`src/logic/usr_map.svh`:
```
// register map, field positions and reset values of the universal shift register
`ifndef USR_MAP_SVH
`define USR_MAP_SVH

`define USR_WIDTH        4
`define USR_ADDR_W       12
`define USR_DATA_W       32
`define USR_OFS_CTRL     12'h000
`define USR_OFS_STATUS   12'h004
`define USR_CTRL_SRC     0
`define USR_CTRL_MODE_LO 1
`define USR_CTRL_MODE_HI 2
`define USR_CTRL_RIGHT   3
`define USR_CTRL_LEFT    4
`define USR_CTRL_PAR_LSB 8
`define USR_CTRL_PAR_MSB 11
`define USR_STAT_SRC     8
`define USR_CTRL_RST     32'h0000_0000
`define USR_STAGES_RST   4'h0
`define USR_RDATA_RST    32'h0000_0000

`endif

```
`src/logic/usr_pkg.sv`:
```
// types shared by the universal shift register
`default_nettype none
`include "usr_map.svh"

package usr_pkg;

  // order follows {high select, low select}
  typedef enum logic [1:0] {
    USR_HOLD,
    USR_SHIFT_RIGHT,
    USR_SHIFT_LEFT,
    USR_LOAD
  } usr_mode_t;

  typedef struct packed {
    usr_mode_t                mode;
    logic                     right_in;
    logic                     left_in;
    logic [`USR_WIDTH-1:0]    par;
  } usr_in_t;

endpackage : usr_pkg
`default_nettype wire

```
`src/logic/usr_shift_register.sv`:
```
// four-bit universal shift register with pin and APB control
//
// Behaviour
// - four stages, stage 0 first, stage 3 last, each driving its own output
// - inputs sampled and contents changed only at rising clock edge, except by clear
// - two mode selects choose hold, shift right, shift left or parallel load
// - both selects high: parallel inputs copied into stages 0 to 3
// - clear low forces all stages low at once, without a clock edge
// - both selects low: all stages keep their value, clock may run
// - low select only: right serial into stage 0, others move up
// - high select only: stages move down, left serial into stage 3
// - serial inputs used only when shifting, ignored in hold and load
//
// Implementation choices: the APB register port and the register offsets.
`timescale 1ns/10ps
`default_nettype none
`include "usr_map.svh"

module usr_shift_register (
  input  wire logic                    CLOCK,
  input  wire logic                    RST_N,
  input  wire logic                    ASYNC_CLEAR_N,
  input  wire logic                    MODE_SELECT_LOW_BIT,
  input  wire logic                    MODE_SELECT_HIGH_BIT,
  input  wire logic                    RIGHT_SHIFT_SERIAL_IN,
  input  wire logic                    LEFT_SHIFT_SERIAL_IN,
  input  wire logic [`USR_WIDTH-1:0]   PARALLEL_LOAD_INPUTS,
  output var  logic [`USR_WIDTH-1:0]   STAGE_OUTPUTS,
  output var  logic                    FIRST_STAGE_OUTPUT,
  output var  logic                    LAST_STAGE_OUTPUT,
  input  wire logic                    PSEL,
  input  wire logic                    PENABLE,
  input  wire logic                    PWRITE,
  input  wire logic [`USR_ADDR_W-1:0]  PADDR,
  input  wire logic [`USR_DATA_W-1:0]  PWDATA,
  output var  logic [`USR_DATA_W-1:0]  PRDATA,
  output var  logic                    PREADY,
  output var  logic                    PSLVERR
);

  // ----------------------------------------------------------------
  // declarations
  // ----------------------------------------------------------------
  logic [`USR_WIDTH-1:0]  stage_q;
  logic [`USR_WIDTH-1:0]  stage_d;
  logic [`USR_DATA_W-1:0] ctrl_q;
  logic [`USR_DATA_W-1:0] prdata_q;
  logic                   pready_q;
  logic                   pslverr_q;
  logic                   apb_setup;
  logic                   apb_done;
  logic [`USR_DATA_W-1:0] rd_value;
  usr_pkg::usr_in_t       pin_in;
  usr_pkg::usr_in_t       reg_in;
  usr_pkg::usr_in_t       sel_in;

  // 0 = unmapped, 1 = control, 2 = status
  function automatic logic [1:0] usr_decode(input logic [`USR_ADDR_W-1:0] addr);
    logic [1:0] hit;
    hit = 2'h0;
    if (addr == `USR_OFS_CTRL)
    begin
      hit = 2'h1;
    end
    else if (addr == `USR_OFS_STATUS)
    begin
      hit = 2'h2;
    end
    return hit;
  endfunction : usr_decode

  // ----------------------------------------------------------------
  // input source selection
  // ----------------------------------------------------------------
  // pins come from logic on this same clock, so no synchroniser
  always_comb
  begin
    pin_in.mode     = usr_pkg::usr_mode_t'({MODE_SELECT_HIGH_BIT, MODE_SELECT_LOW_BIT});
    pin_in.right_in = RIGHT_SHIFT_SERIAL_IN;
    pin_in.left_in  = LEFT_SHIFT_SERIAL_IN;
    pin_in.par      = PARALLEL_LOAD_INPUTS;
    reg_in.mode     = usr_pkg::usr_mode_t'({ctrl_q[`USR_CTRL_MODE_HI], ctrl_q[`USR_CTRL_MODE_LO]});
    reg_in.right_in = ctrl_q[`USR_CTRL_RIGHT];
    reg_in.left_in  = ctrl_q[`USR_CTRL_LEFT];
    reg_in.par      = ctrl_q[`USR_CTRL_PAR_MSB:`USR_CTRL_PAR_LSB];
    sel_in          = ctrl_q[`USR_CTRL_SRC] ? reg_in : pin_in;
  end

  // ----------------------------------------------------------------
  // next stage value
  // ----------------------------------------------------------------
  always_comb
  begin
    unique case (sel_in.mode)
      usr_pkg::USR_HOLD:        stage_d = stage_q;
      usr_pkg::USR_SHIFT_RIGHT: stage_d = {stage_q[`USR_WIDTH-2:0], sel_in.right_in};
      usr_pkg::USR_SHIFT_LEFT:  stage_d = {sel_in.left_in, stage_q[`USR_WIDTH-1:1]};
      usr_pkg::USR_LOAD:        stage_d = sel_in.par;
    endcase
  end

  // ----------------------------------------------------------------
  // stage register
  // ----------------------------------------------------------------
  // clear acts without the clock; release leaves zero until the next edge
  always_ff @(posedge CLOCK or negedge ASYNC_CLEAR_N)
  begin
    if (!ASYNC_CLEAR_N)
    begin
      stage_q <= `USR_STAGES_RST;
    end
    else if (!RST_N)
    begin
      stage_q <= `USR_STAGES_RST;
    end
    else
    begin
      stage_q <= stage_d;
    end
  end

  assign STAGE_OUTPUTS      = stage_q;
  assign FIRST_STAGE_OUTPUT = stage_q[0];
  assign LAST_STAGE_OUTPUT  = stage_q[`USR_WIDTH-1];

  // ----------------------------------------------------------------
  // apb slave
  // ----------------------------------------------------------------
  assign apb_setup = PSEL && !PENABLE;
  assign apb_done  = PSEL && PENABLE && pready_q;

  always_comb
  begin
    rd_value = '0;
    unique case (usr_decode(PADDR))
      2'h1:    rd_value = ctrl_q;
      2'h2:
      begin
        rd_value[`USR_WIDTH-1:0] = stage_q;
        rd_value[`USR_STAT_SRC]  = ctrl_q[`USR_CTRL_SRC];
      end
      default: rd_value = '0;
    endcase
  end

  // one wait-free access phase: ready rises in the cycle after setup
  always_ff @(posedge CLOCK)
  begin
    if (!RST_N)
    begin
      pready_q  <= 1'b0;
      pslverr_q <= 1'b0;
      prdata_q  <= `USR_RDATA_RST;
    end
    else
    begin
      pready_q  <= apb_setup;
      pslverr_q <= apb_setup && (usr_decode(PADDR) == 2'h0);
      prdata_q  <= (apb_setup && !PWRITE) ? rd_value : `USR_RDATA_RST;
    end
  end

  always_ff @(posedge CLOCK)
  begin
    if (!RST_N)
    begin
      ctrl_q <= `USR_CTRL_RST;
    end
    else if (apb_done && PWRITE && usr_decode(PADDR) == 2'h1)
    begin
      ctrl_q <= PWDATA;
    end
  end

  assign PREADY  = pready_q;
  assign PSLVERR = pslverr_q;
  assign PRDATA  = prdata_q;

  // ----------------------------------------------------------------
  // assertions
  // ----------------------------------------------------------------
  property p_hold;
    @(posedge CLOCK) disable iff (!RST_N || !ASYNC_CLEAR_N)
    (sel_in.mode == usr_pkg::USR_HOLD) [*2] |=> (stage_q == $past(stage_q, 2));
  endproperty
  a_hold: assert property (p_hold) else $error("hold mode changed the stages");

  property p_shift_right;
    @(posedge CLOCK) disable iff (!RST_N || !ASYNC_CLEAR_N)
    (sel_in.mode == usr_pkg::USR_SHIFT_RIGHT)
      |=> (stage_q == {$past(stage_q[`USR_WIDTH-2:0]), $past(sel_in.right_in)});
  endproperty
  a_shift_right: assert property (p_shift_right) else $error("shift right wrong");

  property p_shift_left;
    @(posedge CLOCK) disable iff (!RST_N || !ASYNC_CLEAR_N)
    (sel_in.mode == usr_pkg::USR_SHIFT_LEFT)
      |=> (stage_q == {$past(sel_in.left_in), $past(stage_q[`USR_WIDTH-1:1])});
  endproperty
  a_shift_left: assert property (p_shift_left) else $error("shift left wrong");

  property p_load;
    @(posedge CLOCK) disable iff (!RST_N || !ASYNC_CLEAR_N)
    (sel_in.mode == usr_pkg::USR_LOAD) |=> (stage_q == $past(sel_in.par));
  endproperty
  a_load: assert property (p_load) else $error("parallel load wrong");

  property p_clear;
    @(posedge CLOCK) disable iff (!RST_N)
    !ASYNC_CLEAR_N |-> (stage_q == `USR_STAGES_RST);
  endproperty
  a_clear: assert property (p_clear) else $error("stages not low under clear");

  property p_release;
    @(posedge CLOCK) disable iff (!RST_N)
    $rose(ASYNC_CLEAR_N) |-> (stage_q == `USR_STAGES_RST);
  endproperty
  a_release: assert property (p_release) else $error("stages not zero at release");

  property p_serial_ignored;
    @(posedge CLOCK) disable iff (!RST_N || !ASYNC_CLEAR_N)
    (sel_in.mode == usr_pkg::USR_HOLD || sel_in.mode == usr_pkg::USR_LOAD)
      |=> (stage_q == (($past(sel_in.mode) == usr_pkg::USR_LOAD) ?
                       $past(sel_in.par) : $past(stage_q)));
  endproperty
  a_serial_ignored: assert property (p_serial_ignored) else $error("serial input leaked");

  property p_change_cause;
    @(posedge CLOCK) disable iff (!RST_N || !ASYNC_CLEAR_N)
    ($changed(stage_q) && $past(RST_N) && $past(ASYNC_CLEAR_N))
      |-> ($past(sel_in.mode) != usr_pkg::USR_HOLD);
  endproperty
  a_change_cause: assert property (p_change_cause) else $error("stages changed in hold");

  property p_outputs;
    @(posedge CLOCK) disable iff (!RST_N)
    (STAGE_OUTPUTS == stage_q) && (FIRST_STAGE_OUTPUT == STAGE_OUTPUTS[0])
      && (LAST_STAGE_OUTPUT == STAGE_OUTPUTS[`USR_WIDTH-1]);
  endproperty
  a_outputs: assert property (p_outputs) else $error("stage outputs mismatch");

  // pin-level checks, independent of the internal source mux
  property p_mode_from_pins;
    @(posedge CLOCK) disable iff (!RST_N || !ASYNC_CLEAR_N)
    (!ctrl_q[`USR_CTRL_SRC] && !MODE_SELECT_HIGH_BIT && MODE_SELECT_LOW_BIT)
      |=> (stage_q == {$past(stage_q[`USR_WIDTH-2:0]), $past(RIGHT_SHIFT_SERIAL_IN)});
  endproperty
  a_mode_from_pins: assert property (p_mode_from_pins) else $error("pin shift right wrong");

  property p_pins_left;
    @(posedge CLOCK) disable iff (!RST_N || !ASYNC_CLEAR_N)
    (!ctrl_q[`USR_CTRL_SRC] && MODE_SELECT_HIGH_BIT && !MODE_SELECT_LOW_BIT)
      |=> (stage_q == {$past(LEFT_SHIFT_SERIAL_IN), $past(stage_q[`USR_WIDTH-1:1])});
  endproperty
  a_pins_left: assert property (p_pins_left) else $error("pin shift left wrong");

  property p_pins_load;
    @(posedge CLOCK) disable iff (!RST_N || !ASYNC_CLEAR_N)
    (!ctrl_q[`USR_CTRL_SRC] && MODE_SELECT_HIGH_BIT && MODE_SELECT_LOW_BIT)
      |=> (stage_q == $past(PARALLEL_LOAD_INPUTS));
  endproperty
  a_pins_load: assert property (p_pins_load) else $error("pin parallel load wrong");

  property p_pins_hold;
    @(posedge CLOCK) disable iff (!RST_N || !ASYNC_CLEAR_N)
    (!ctrl_q[`USR_CTRL_SRC] && !MODE_SELECT_HIGH_BIT && !MODE_SELECT_LOW_BIT)
      |=> $stable(stage_q);
  endproperty
  a_pins_hold: assert property (p_pins_hold) else $error("pin hold changed the stages");

  // ----------------------------------------------------------------
  // apb and reset assertions
  // ----------------------------------------------------------------
  property p_sync_reset;
    @(posedge CLOCK)
    !RST_N |=> (stage_q == `USR_STAGES_RST) && !PREADY && !PSLVERR;
  endproperty
  a_sync_reset: assert property (p_sync_reset) else $error("sync reset left state");

  property p_ready_after_setup;
    @(posedge CLOCK) disable iff (!RST_N)
    (PSEL && !PENABLE) |=> PREADY;
  endproperty
  a_ready_after_setup: assert property (p_ready_after_setup) else $error("no ready after setup");

  property p_ready_one_cycle;
    @(posedge CLOCK) disable iff (!RST_N)
    PREADY |=> !PREADY;
  endproperty
  a_ready_one_cycle: assert property (p_ready_one_cycle) else $error("ready held too long");

  property p_err_with_ready;
    @(posedge CLOCK) disable iff (!RST_N)
    PSLVERR |-> PREADY;
  endproperty
  a_err_with_ready: assert property (p_err_with_ready) else $error("error without ready");

  property p_rdata_idle;
    @(posedge CLOCK) disable iff (!RST_N)
    !PREADY |-> (PRDATA == `USR_RDATA_RST);
  endproperty
  a_rdata_idle: assert property (p_rdata_idle) else $error("read data outside access");

  property p_ctrl_write;
    @(posedge CLOCK) disable iff (!RST_N)
    (PSEL && PENABLE && PREADY && PWRITE && (PADDR == `USR_OFS_CTRL))
      |=> (ctrl_q == $past(PWDATA));
  endproperty
  a_ctrl_write: assert property (p_ctrl_write) else $error("control write lost");

  property p_status_read;
    @(posedge CLOCK) disable iff (!RST_N)
    (PSEL && !PENABLE && !PWRITE && (PADDR == `USR_OFS_STATUS))
      |=> (PRDATA[`USR_WIDTH-1:0] == $past(stage_q));
  endproperty
  a_status_read: assert property (p_status_read) else $error("status read wrong");

  c_load_then_right: cover property (@(posedge CLOCK) disable iff (!RST_N || !ASYNC_CLEAR_N)
    sel_in.mode == usr_pkg::USR_LOAD ##1 sel_in.mode == usr_pkg::USR_SHIFT_RIGHT [*3]);
  c_shift_left_run: cover property (@(posedge CLOCK) disable iff (!RST_N || !ASYNC_CLEAR_N)
    sel_in.mode == usr_pkg::USR_SHIFT_LEFT [*4]);
  c_clear_release: cover property (@(posedge CLOCK) disable iff (!RST_N)
    $rose(ASYNC_CLEAR_N));
  c_sw_source: cover property (@(posedge CLOCK) disable iff (!RST_N)
    ctrl_q[`USR_CTRL_SRC] && sel_in.mode == usr_pkg::USR_LOAD);

endmodule : usr_shift_register
`default_nettype wire

```
`config.mk`:
```
export PLATFORM = sky130hd
export DESIGN_NAME = usr_shift_register
export DESIGN_NICKNAME = d
export VERILOG_FILES = /design/src/logic/usr_pkg.sv /design/src/logic/usr_shift_register.sv
export VERILOG_INCLUDE_DIRS = /design/src /design/src/logic
export SDC_FILE = /design/constraint.sdc
export NUM_CORES = 1
export LEC_CHECK = 0
export BUFFER_PORTS_ARGS = -buffer_cell sky130_fd_sc_hd__buf_2
export CAP_MARGIN = 20
export CORE_MARGIN = 8
export CORE_UTILIZATION = 45
export CTS_BUF_LIST = sky130_fd_sc_hd__clkbuf_8
export DETAILED_ROUTE_END_ITERATION = 8
export GPL_TIMING_DRIVEN = 0
export MAX_ROUTING_LAYER = met4
export PLACE_DENSITY = 0.85
export SETUP_SLACK_MARGIN = 0.05
export SLEW_MARGIN = 40
export SYNTH_ARGS = -nofsm -noshare
export SYNTH_HDL_FRONTEND = slang
export SYNTH_SLANG_ARGS = --single-unit
```
`constraint.sdc`:
```
create_clock -name CLOCK -period 1.5 [get_ports CLOCK]
set_clock_uncertainty 0.1 [all_clocks]
set_input_delay 0.15 -clock CLOCK [delete_from_list [all_inputs] [get_ports CLOCK]]
set_output_delay 0.15 -clock CLOCK [all_outputs]
set_load 0.01 [all_outputs]
```
==> results of run 1 <==
[state kept, by name (all words and copies together) (netlist names)]
name           count
PRDATA            32
PSLVERR            1
PREADY             1
ctrl_q            32
STAGE_OUTPUTS      4
[cell families (layout without fill, tap and decap cells)]
kind of cell | after synthesis | in the layout | share of synthesized area [%]
mux | 47 | 47 | 17.7
compound gates | 12 | 12 | 3.15
buf+inv | 19 | 164 | 3.95
simple gates | 118 | 118 | 21.9
flops | 70 | 70 | 53.4
[synthesized netlist by cell type]
library cell  count  share of area (%)
nor4_2            2               0.94
and2_1           29                6.8
and4bb_1          1               0.47
buf_6             3                1.3
and3b_1           1               0.33
a211oi_1          3               0.85
dfxtp_1          66                 50
o21ai_1           1               0.19
nor2b_1           4               0.94
nor3_1            1               0.19
nand4_1           2               0.47
nor2_1            6               0.85
mux2i_1          47                 18
a21oi_1           4               0.75
a21boi_1          1               0.28
a211o_1           1               0.33
buf_2             3               0.56
o211a_1           2               0.75
nand2_1          67                9.4
dfrtp_1           4                3.8
nor2_2            1               0.24
buf_4             2               0.56
clkbuf_1         11                1.6
nand3_1           3               0.56
nor3_4            1               0.61
[report_power, final]
group          switching (mW)  internal (mW)  total (mW)  leakage [nW]
clock                   0.695          0.927        1.62         0.110
combinational           0.128          0.166       0.294          1.03
sequential             0.0128           1.87        1.88         0.585
total                   0.836           2.96        3.80          1.72
[critical path, delay by kind of cell (launching register included)]
| kind | cells | cell delay [ns] |
|---|---|---|
| simple gates | 2 | 0.42 |
| mux | 1 | 0.21 |
| buf+inv | 1 | 0.22 |
| flops | 1 | 0.35 |
[what timing repair did]
item / in CTS / in global routing
setup endpoints to repair: 34 / 54
hold buffers: 33 / 0
pin swaps: 1 / 3
gates resized for setup: 3 / 3
hold endpoints to repair: 36 / 0
buffers inserted: 1 / 2
gates cloned: 0 / 0
[layout make-up]
type | count | area [sq um]
plain buffers | 18 | 103
clock inverters | 7 | 90.1
flip-flops and latches | 70 | 1420
fillers | 474 | 2000
well taps | 75 | 93.8
repair buffers | 130 | 823
multi-input cells | 177 | 1160
clock buffers | 9 | 124
[routing by layer]
layer  wire, um  up-vias  GRT usage [%]
met5          0        -              -
met4        199        0           8.86
met3        408       18           4.53
met2       3380       76           28.2
met1       2950     1001           17.1
li1           -     1149              -
[final timing paths]
path	startpoint	endpoint	slack (ns)	depth (start not counted)
min in group asynchronous	ASYNC_CLEAR_N	STAGE_OUTPUTS[2]$_DFFE_PN0P_	0.04	2
hold reg to reg	ctrl_q[7]$_SDFFE_PN0P_	ctrl_q[7]$_SDFFE_PN0P_	0.35	2
setup reg to reg	PREADY$_SDFF_PN0_	ctrl_q[21]$_SDFFE_PN0P_	0.11	4
setup / recovery	PREADY$_SDFF_PN0_	ctrl_q[21]$_SDFFE_PN0P_	0.11	4
max in group asynchronous	ASYNC_CLEAR_N	STAGE_OUTPUTS[0]$_DFFE_PN0P_	1.14	2
hold / removal	PSEL	PREADY$_SDFF_PN0_	0.02	2
[stage by stage]
step / setup WS [ns] / cell area [sq um] / utilization, %
2_1_floorplan: 0.0506 / 2670 / -
3_3_place_gp: -0.353 / 3230 / 55.6
3_5_place_dp: -0.395 / 3230 / 55.6
4_1_cts: 0.0340 / 3790 / 65.2
5_1_grt: 0.0136 / 3810 / 65.6
6_report: 0.114 / 3810 / 65.6
==> results list, run 1 <==
* Hold_ws: 0.0202 ns
- Hold Violations, Final: 0
* Critical Path RT: 1.66 ns
- In the routed layout, each cell is associated on average with a via count of 4.62.
- Slew Limit Headroom: 62.6%
* Part of the Yosys area used for sequential elements: 53.4%
- I/O pin cnt: 98
* Mean instance size in the synthesized netlist: 10.0 sq um
- Counting along the longest clock path gives a buffer depth of 2.
* Wire length of the first global-routing pass: 10900 um
- The detail route stage leaves a number of antenna-violating nets equal to 0.
* Layout cell share with drive strength beyond 1: 31.4%
- The worst-case IR drop observed on VDD is 524 uV.
- Number of buffer cells added on primary ports: 94
- In the final routed layout, each cell accounts on average for 14.3 um.
- The critical path in this run is classified as register to register.
* Grt total ovfl: 0
- The count of cells in the finished layout, fillers not included, comes to 486.
- After clock tree synthesis, the clock-pin slew on the worst setup and hold paths is 0.07 ns.
* Global routing usage summed across all routing layers: 16.6%
- The netlist uses 25 different library cells.
- Antenna violations before repair: 0
* Startpoint Class: register
- The worst setup path is captured at a register.
- In this run the cell area of the synthesized design comes to 2660 sq um.
- Synthesis-to-finish area growth: 43.3%
- The signal on the critical path passes through nand4_1 -> nor3_4 -> buf_6 -> mux2i_1.
- Initial core utilization: 45.8%
* Total negative slack: 0 ns
- The via count of the first global-routing pass was 2304.
* Type of the worst min-delay path: input port to register
- For this design the ratio of total power to cell area is 995 nW/um^2.
* Synth Register Bits: 70
- Post-route DRC: 0
* Antenna cells: 0
* Count of standard-cell rows: 28
- Once placement completed, the tool counted placed cells totaling 435.
- Number of pins with negative max-slew slack in the final report: 0
- Highest clock rate: 721 MHz
* Status: finished clean
* TritonCTS Sinks: 70
* Cell with the largest stage delay on the worst path: dfxtp_1
- The pre-antenna-repair detailed-routing pass consisted of 6 iterations.
- Along the worst path, the maximum fanout reaches 10.
- Routability cong.: 0.862
- Transition time at the pin with the least slew margin: 0.561 ns
- Final-stage net count: 464
- Slowest stage delay, CP: 0.35 ns
- TritonCTS built the clock tree.
- The routed layout has 2244 vias.
- After detailed routing, the total wire length is 6940 um.
- In this run the static leakage power is 1.72 nW.
- Setup violations remaining at the end of the flow were counted as 0.
* Pin count of the biggest net entering global routing: 13
- The design draws 3.80 mW.
- The library cell used most frequently in the layout, excluding fill and tap cells, is buf_2.
- Max-cap violations in this run came to 0.
- Die extent in y: 92.9 um
* Yosys synthesis warning count: 0
- In this run, CTS created clock tree buffers numbering 9.
* Syn_nets: 324
- Placeable core region: 5820 sq um
- The final critical path takes up 92.4% of the cycle.
- Area of the die: 8630 sq um
* Initial drt markers: 47
- Detailed placement ended at an HPWL of 4870 um.
* Htree depth: 3
* Most frequent cells in the layout: buf_2, nand2_1, dfxtp_1
- The tree is rooted in a clkbuf_8.
* Signal arrival time at the worst endpoint: 1.54 ns
- Number of cells produced by synthesis: 266
- Final worst path period need: 1.39 ns
- Clock Latency Late Sink: 0.34 ns
- In this run the horizontal extent of the chip is 92.9 um.
- Setup repair after global routing missed its margin: yes
Note: power is estimated with default switching activity, not from simulation.
==> run 2, diff against run 1 <==
--- a/config.mk
+++ b/config.mk
@@ -8,13 +8,12 @@
 export LEC_CHECK = 0
 export BUFFER_PORTS_ARGS = -buffer_cell sky130_fd_sc_hd__buf_2
 export CAP_MARGIN = 20
-export CORE_MARGIN = 8
 export CORE_UTILIZATION = 45
 export CTS_BUF_LIST = sky130_fd_sc_hd__clkbuf_8
 export DETAILED_ROUTE_END_ITERATION = 8
 export GPL_TIMING_DRIVEN = 0
 export MAX_ROUTING_LAYER = met4
-export PLACE_DENSITY = 0.85
+export PLACE_DENSITY = 0.77
 export SETUP_SLACK_MARGIN = 0.05
 export SLEW_MARGIN = 40
 export SYNTH_ARGS = -nofsm -noshare
==> results list, run 2 (synthesis results as in run 1) <==
* Status: finished clean
- Area used by sequential logic in the layout: 1420 sq um
- The worst setup path is captured at a register.
* Worst hold endpoint: PREADY$_SDFF_PN0_
- Final worst path period need: 1.39 ns
- Before antenna repair, the detailed router went through 4 iterations.
- In the global route stage, overall resource usage came out at 22.3%.
- Setup violations remaining at the end of the flow were counted as 0.
- Static timing analysis puts the maximum clock frequency at 720 MHz.
* Beginning of the worst hold path: PENABLE
* Number of buffer cells added on primary ports: 94
* I/O pin cnt: 98
* Max-capacitance violation count: 0
* Initial drt markers: 82
- Maximum root-to-sink buffer count: 2
- Clk pin slew, worst setup/hold paths: 0.07 ns
- Fill cells in the final layout number 464.
* Number of cells traversed by the worst hold path: 2
* Total negative slack: 0 ns
- Antenna violations before repair: 0
* Startpoint Class: register
* Vias per cell: 4.67
- Number of buffers created by CTS: 9
- Setup repair after global routing missed its margin: yes
- Pwr dens: 937 nW/um^2
- The worst register-to-register path ends at ctrl_q[19]$_SDFFE_PN0P_.
- For the pin with the worst max-slew slack, the measured transition is 0.584 ns.
- 0 antenna diodes ended up in the layout.
- At the worst endpoint, the arrival time is 1.55 ns.
- Once detailed placement completed, the half-perimeter wirelength came to 4250 um.
- Final period utilization: 92.6%
* Placed Cells incl. Taps: 432
* Clock tree from TritonCTS: built
- Most frequent cells in the layout: buf_2, nand2_1, dfxtp_1
- Placeable core region: 5610 sq um
- The die covers 6230 sq um.
- At the later pin of the worst-skew pair, clock insertion delay measures 0.33 ns.
* Average wire per cell in the routed design: 12.8 um
* TritonCTS Sinks: 70
- Once detail routing completed, the nets flagged for antenna violations numbered 0.
- In this run the core area contains 27 standard-cell rows.
- The final number of max-transition violations came to 0.
- Wire length of the first global-routing pass: 10300 um
- The via count of the first global-routing pass came to 2268.
- Cell chosen for the clock root: clkbuf_8
- The worst register-to-register path has a setup slack of 0.11 ns.
* Initial core utilization: 47.5%
- Synthesis-to-finish area growth: 42.7%
- Fin cells: 483
- Of the cells placed in the final design, the portion with a size suffix greater than 1 is 31.1%.
* Post-route DRC: 0
- X dimension of the die: 78.9 um
- Vias: 2256
* Hold Violations, Final: 0
* Worst vdd rail ir drop: 649 uV
- Headroom to the max-slew limit came out at 61.1%.
- Along the worst path, the maximum fanout reaches 10.
* Type of the worst min-delay path: input port to register
- The H-tree generated during clock tree synthesis spans 3 levels.
* Commonest non-fill, non-tap cell in the layout: buf_2
* Final Routed Wirelength: 6160 um
- For this run, the post-layout net count is 464.
- For this run, the share of the core covered by cells in the final layout is 67.7%.
* Critical Path RT: 1.66 ns
- Grt total ovfl: 0
- Power comes to 3.56 mW.
* Die extent in y: 78.9 um
- Type of the worst setup path: register to register
- Routability cong.: 0.744
- Number of cell instances on the worst register-to-register path: 5
- Leakage power total: 1.72 nW
- The multi-input combinational cells in the finished layout cover a total of 1160 sq um.
- Entering global routing, the biggest net connects 12 pins.
- The startpoint identified for the worst register-to-register timing path is PREADY$_SDFF_PN0_.
==> run 2: layout make-up <==
cell class,count,area share (%)
Buffer,18,3.13
Clock inverter,4,0.560
Sequential cell,70,37.5
Timing Repair Buffer,130,21.7
Multi-Input combinational cell,177,30.5
Tap cell,72,2.37
Clock buffer,12,4.35
==> run 2: what timing repair did <==
action	CTS	global route
resized for setup	3	7
endpoints found under the hold margin	36	0
pin swaps	2	1
setup endpoints to repair	26	24
setup buffers	3	0
hold buffers	33	0
==> run 2: how the worst max path moves through the flow <==
stage,start,endpoint,slack [ns],cells past startpoint
floorplan,PADDR[1],ctrl_q[10]$_SDFFE_PN0P_,0.05,5
global placement,PADDR[9],PRDATA[15]$_SDFF_PN0_,-0.34,6
detailed placement,PADDR[9],PRDATA[21]$_SDFF_PN0_,-0.40,6
CTS,ctrl_q[0]$_SDFFE_PN0P_,STAGE_OUTPUTS[1]$_DFFE_PN0P_,0.07,4
global route,PREADY$_SDFF_PN0_,ctrl_q[19]$_SDFFE_PN0P_,0.03,5
finish,PREADY$_SDFF_PN0_,ctrl_q[19]$_SDFFE_PN0P_,0.11,5
==> run 2: layer usage <==
layer	track usage, %	vias to the layer above	wire, um
li1	-	1152	-
met1	25.1	1025	2650
met2	38.4	66	3120
met3	4.14	13	271
met4	10.5	0	117
met5	-	-	0
==> run 2: report_power, final <==
part           internal [mW]  switching, mW
Sequential              1.87         0.0127
Clock                  0.724          0.661
Combinational          0.166          0.127
Total                   2.76          0.800
==> run 2: stage by stage <==
stage          setup slack, ns  cell area, sq um  hold slack [ns]
2_1_floorplan           0.0506              2670           -0.246
3_3_place_gp            -0.336              3230           -0.140
3_5_place_dp            -0.405              3230           -0.138
4_1_cts                 0.0683              3780          0.00917
5_1_grt                 0.0271              3800           0.0160
6_report                 0.111              3800           0.0199
==> run 2: worst max-delay path, cell delays in order, from the launching register on <==
cell and delay (ns):
dfxtp_1 0.35, nand4_1 0.13, nor3_4 0.20, buf_4 0.17, buf_8 0.16, mux2i_1 0.20
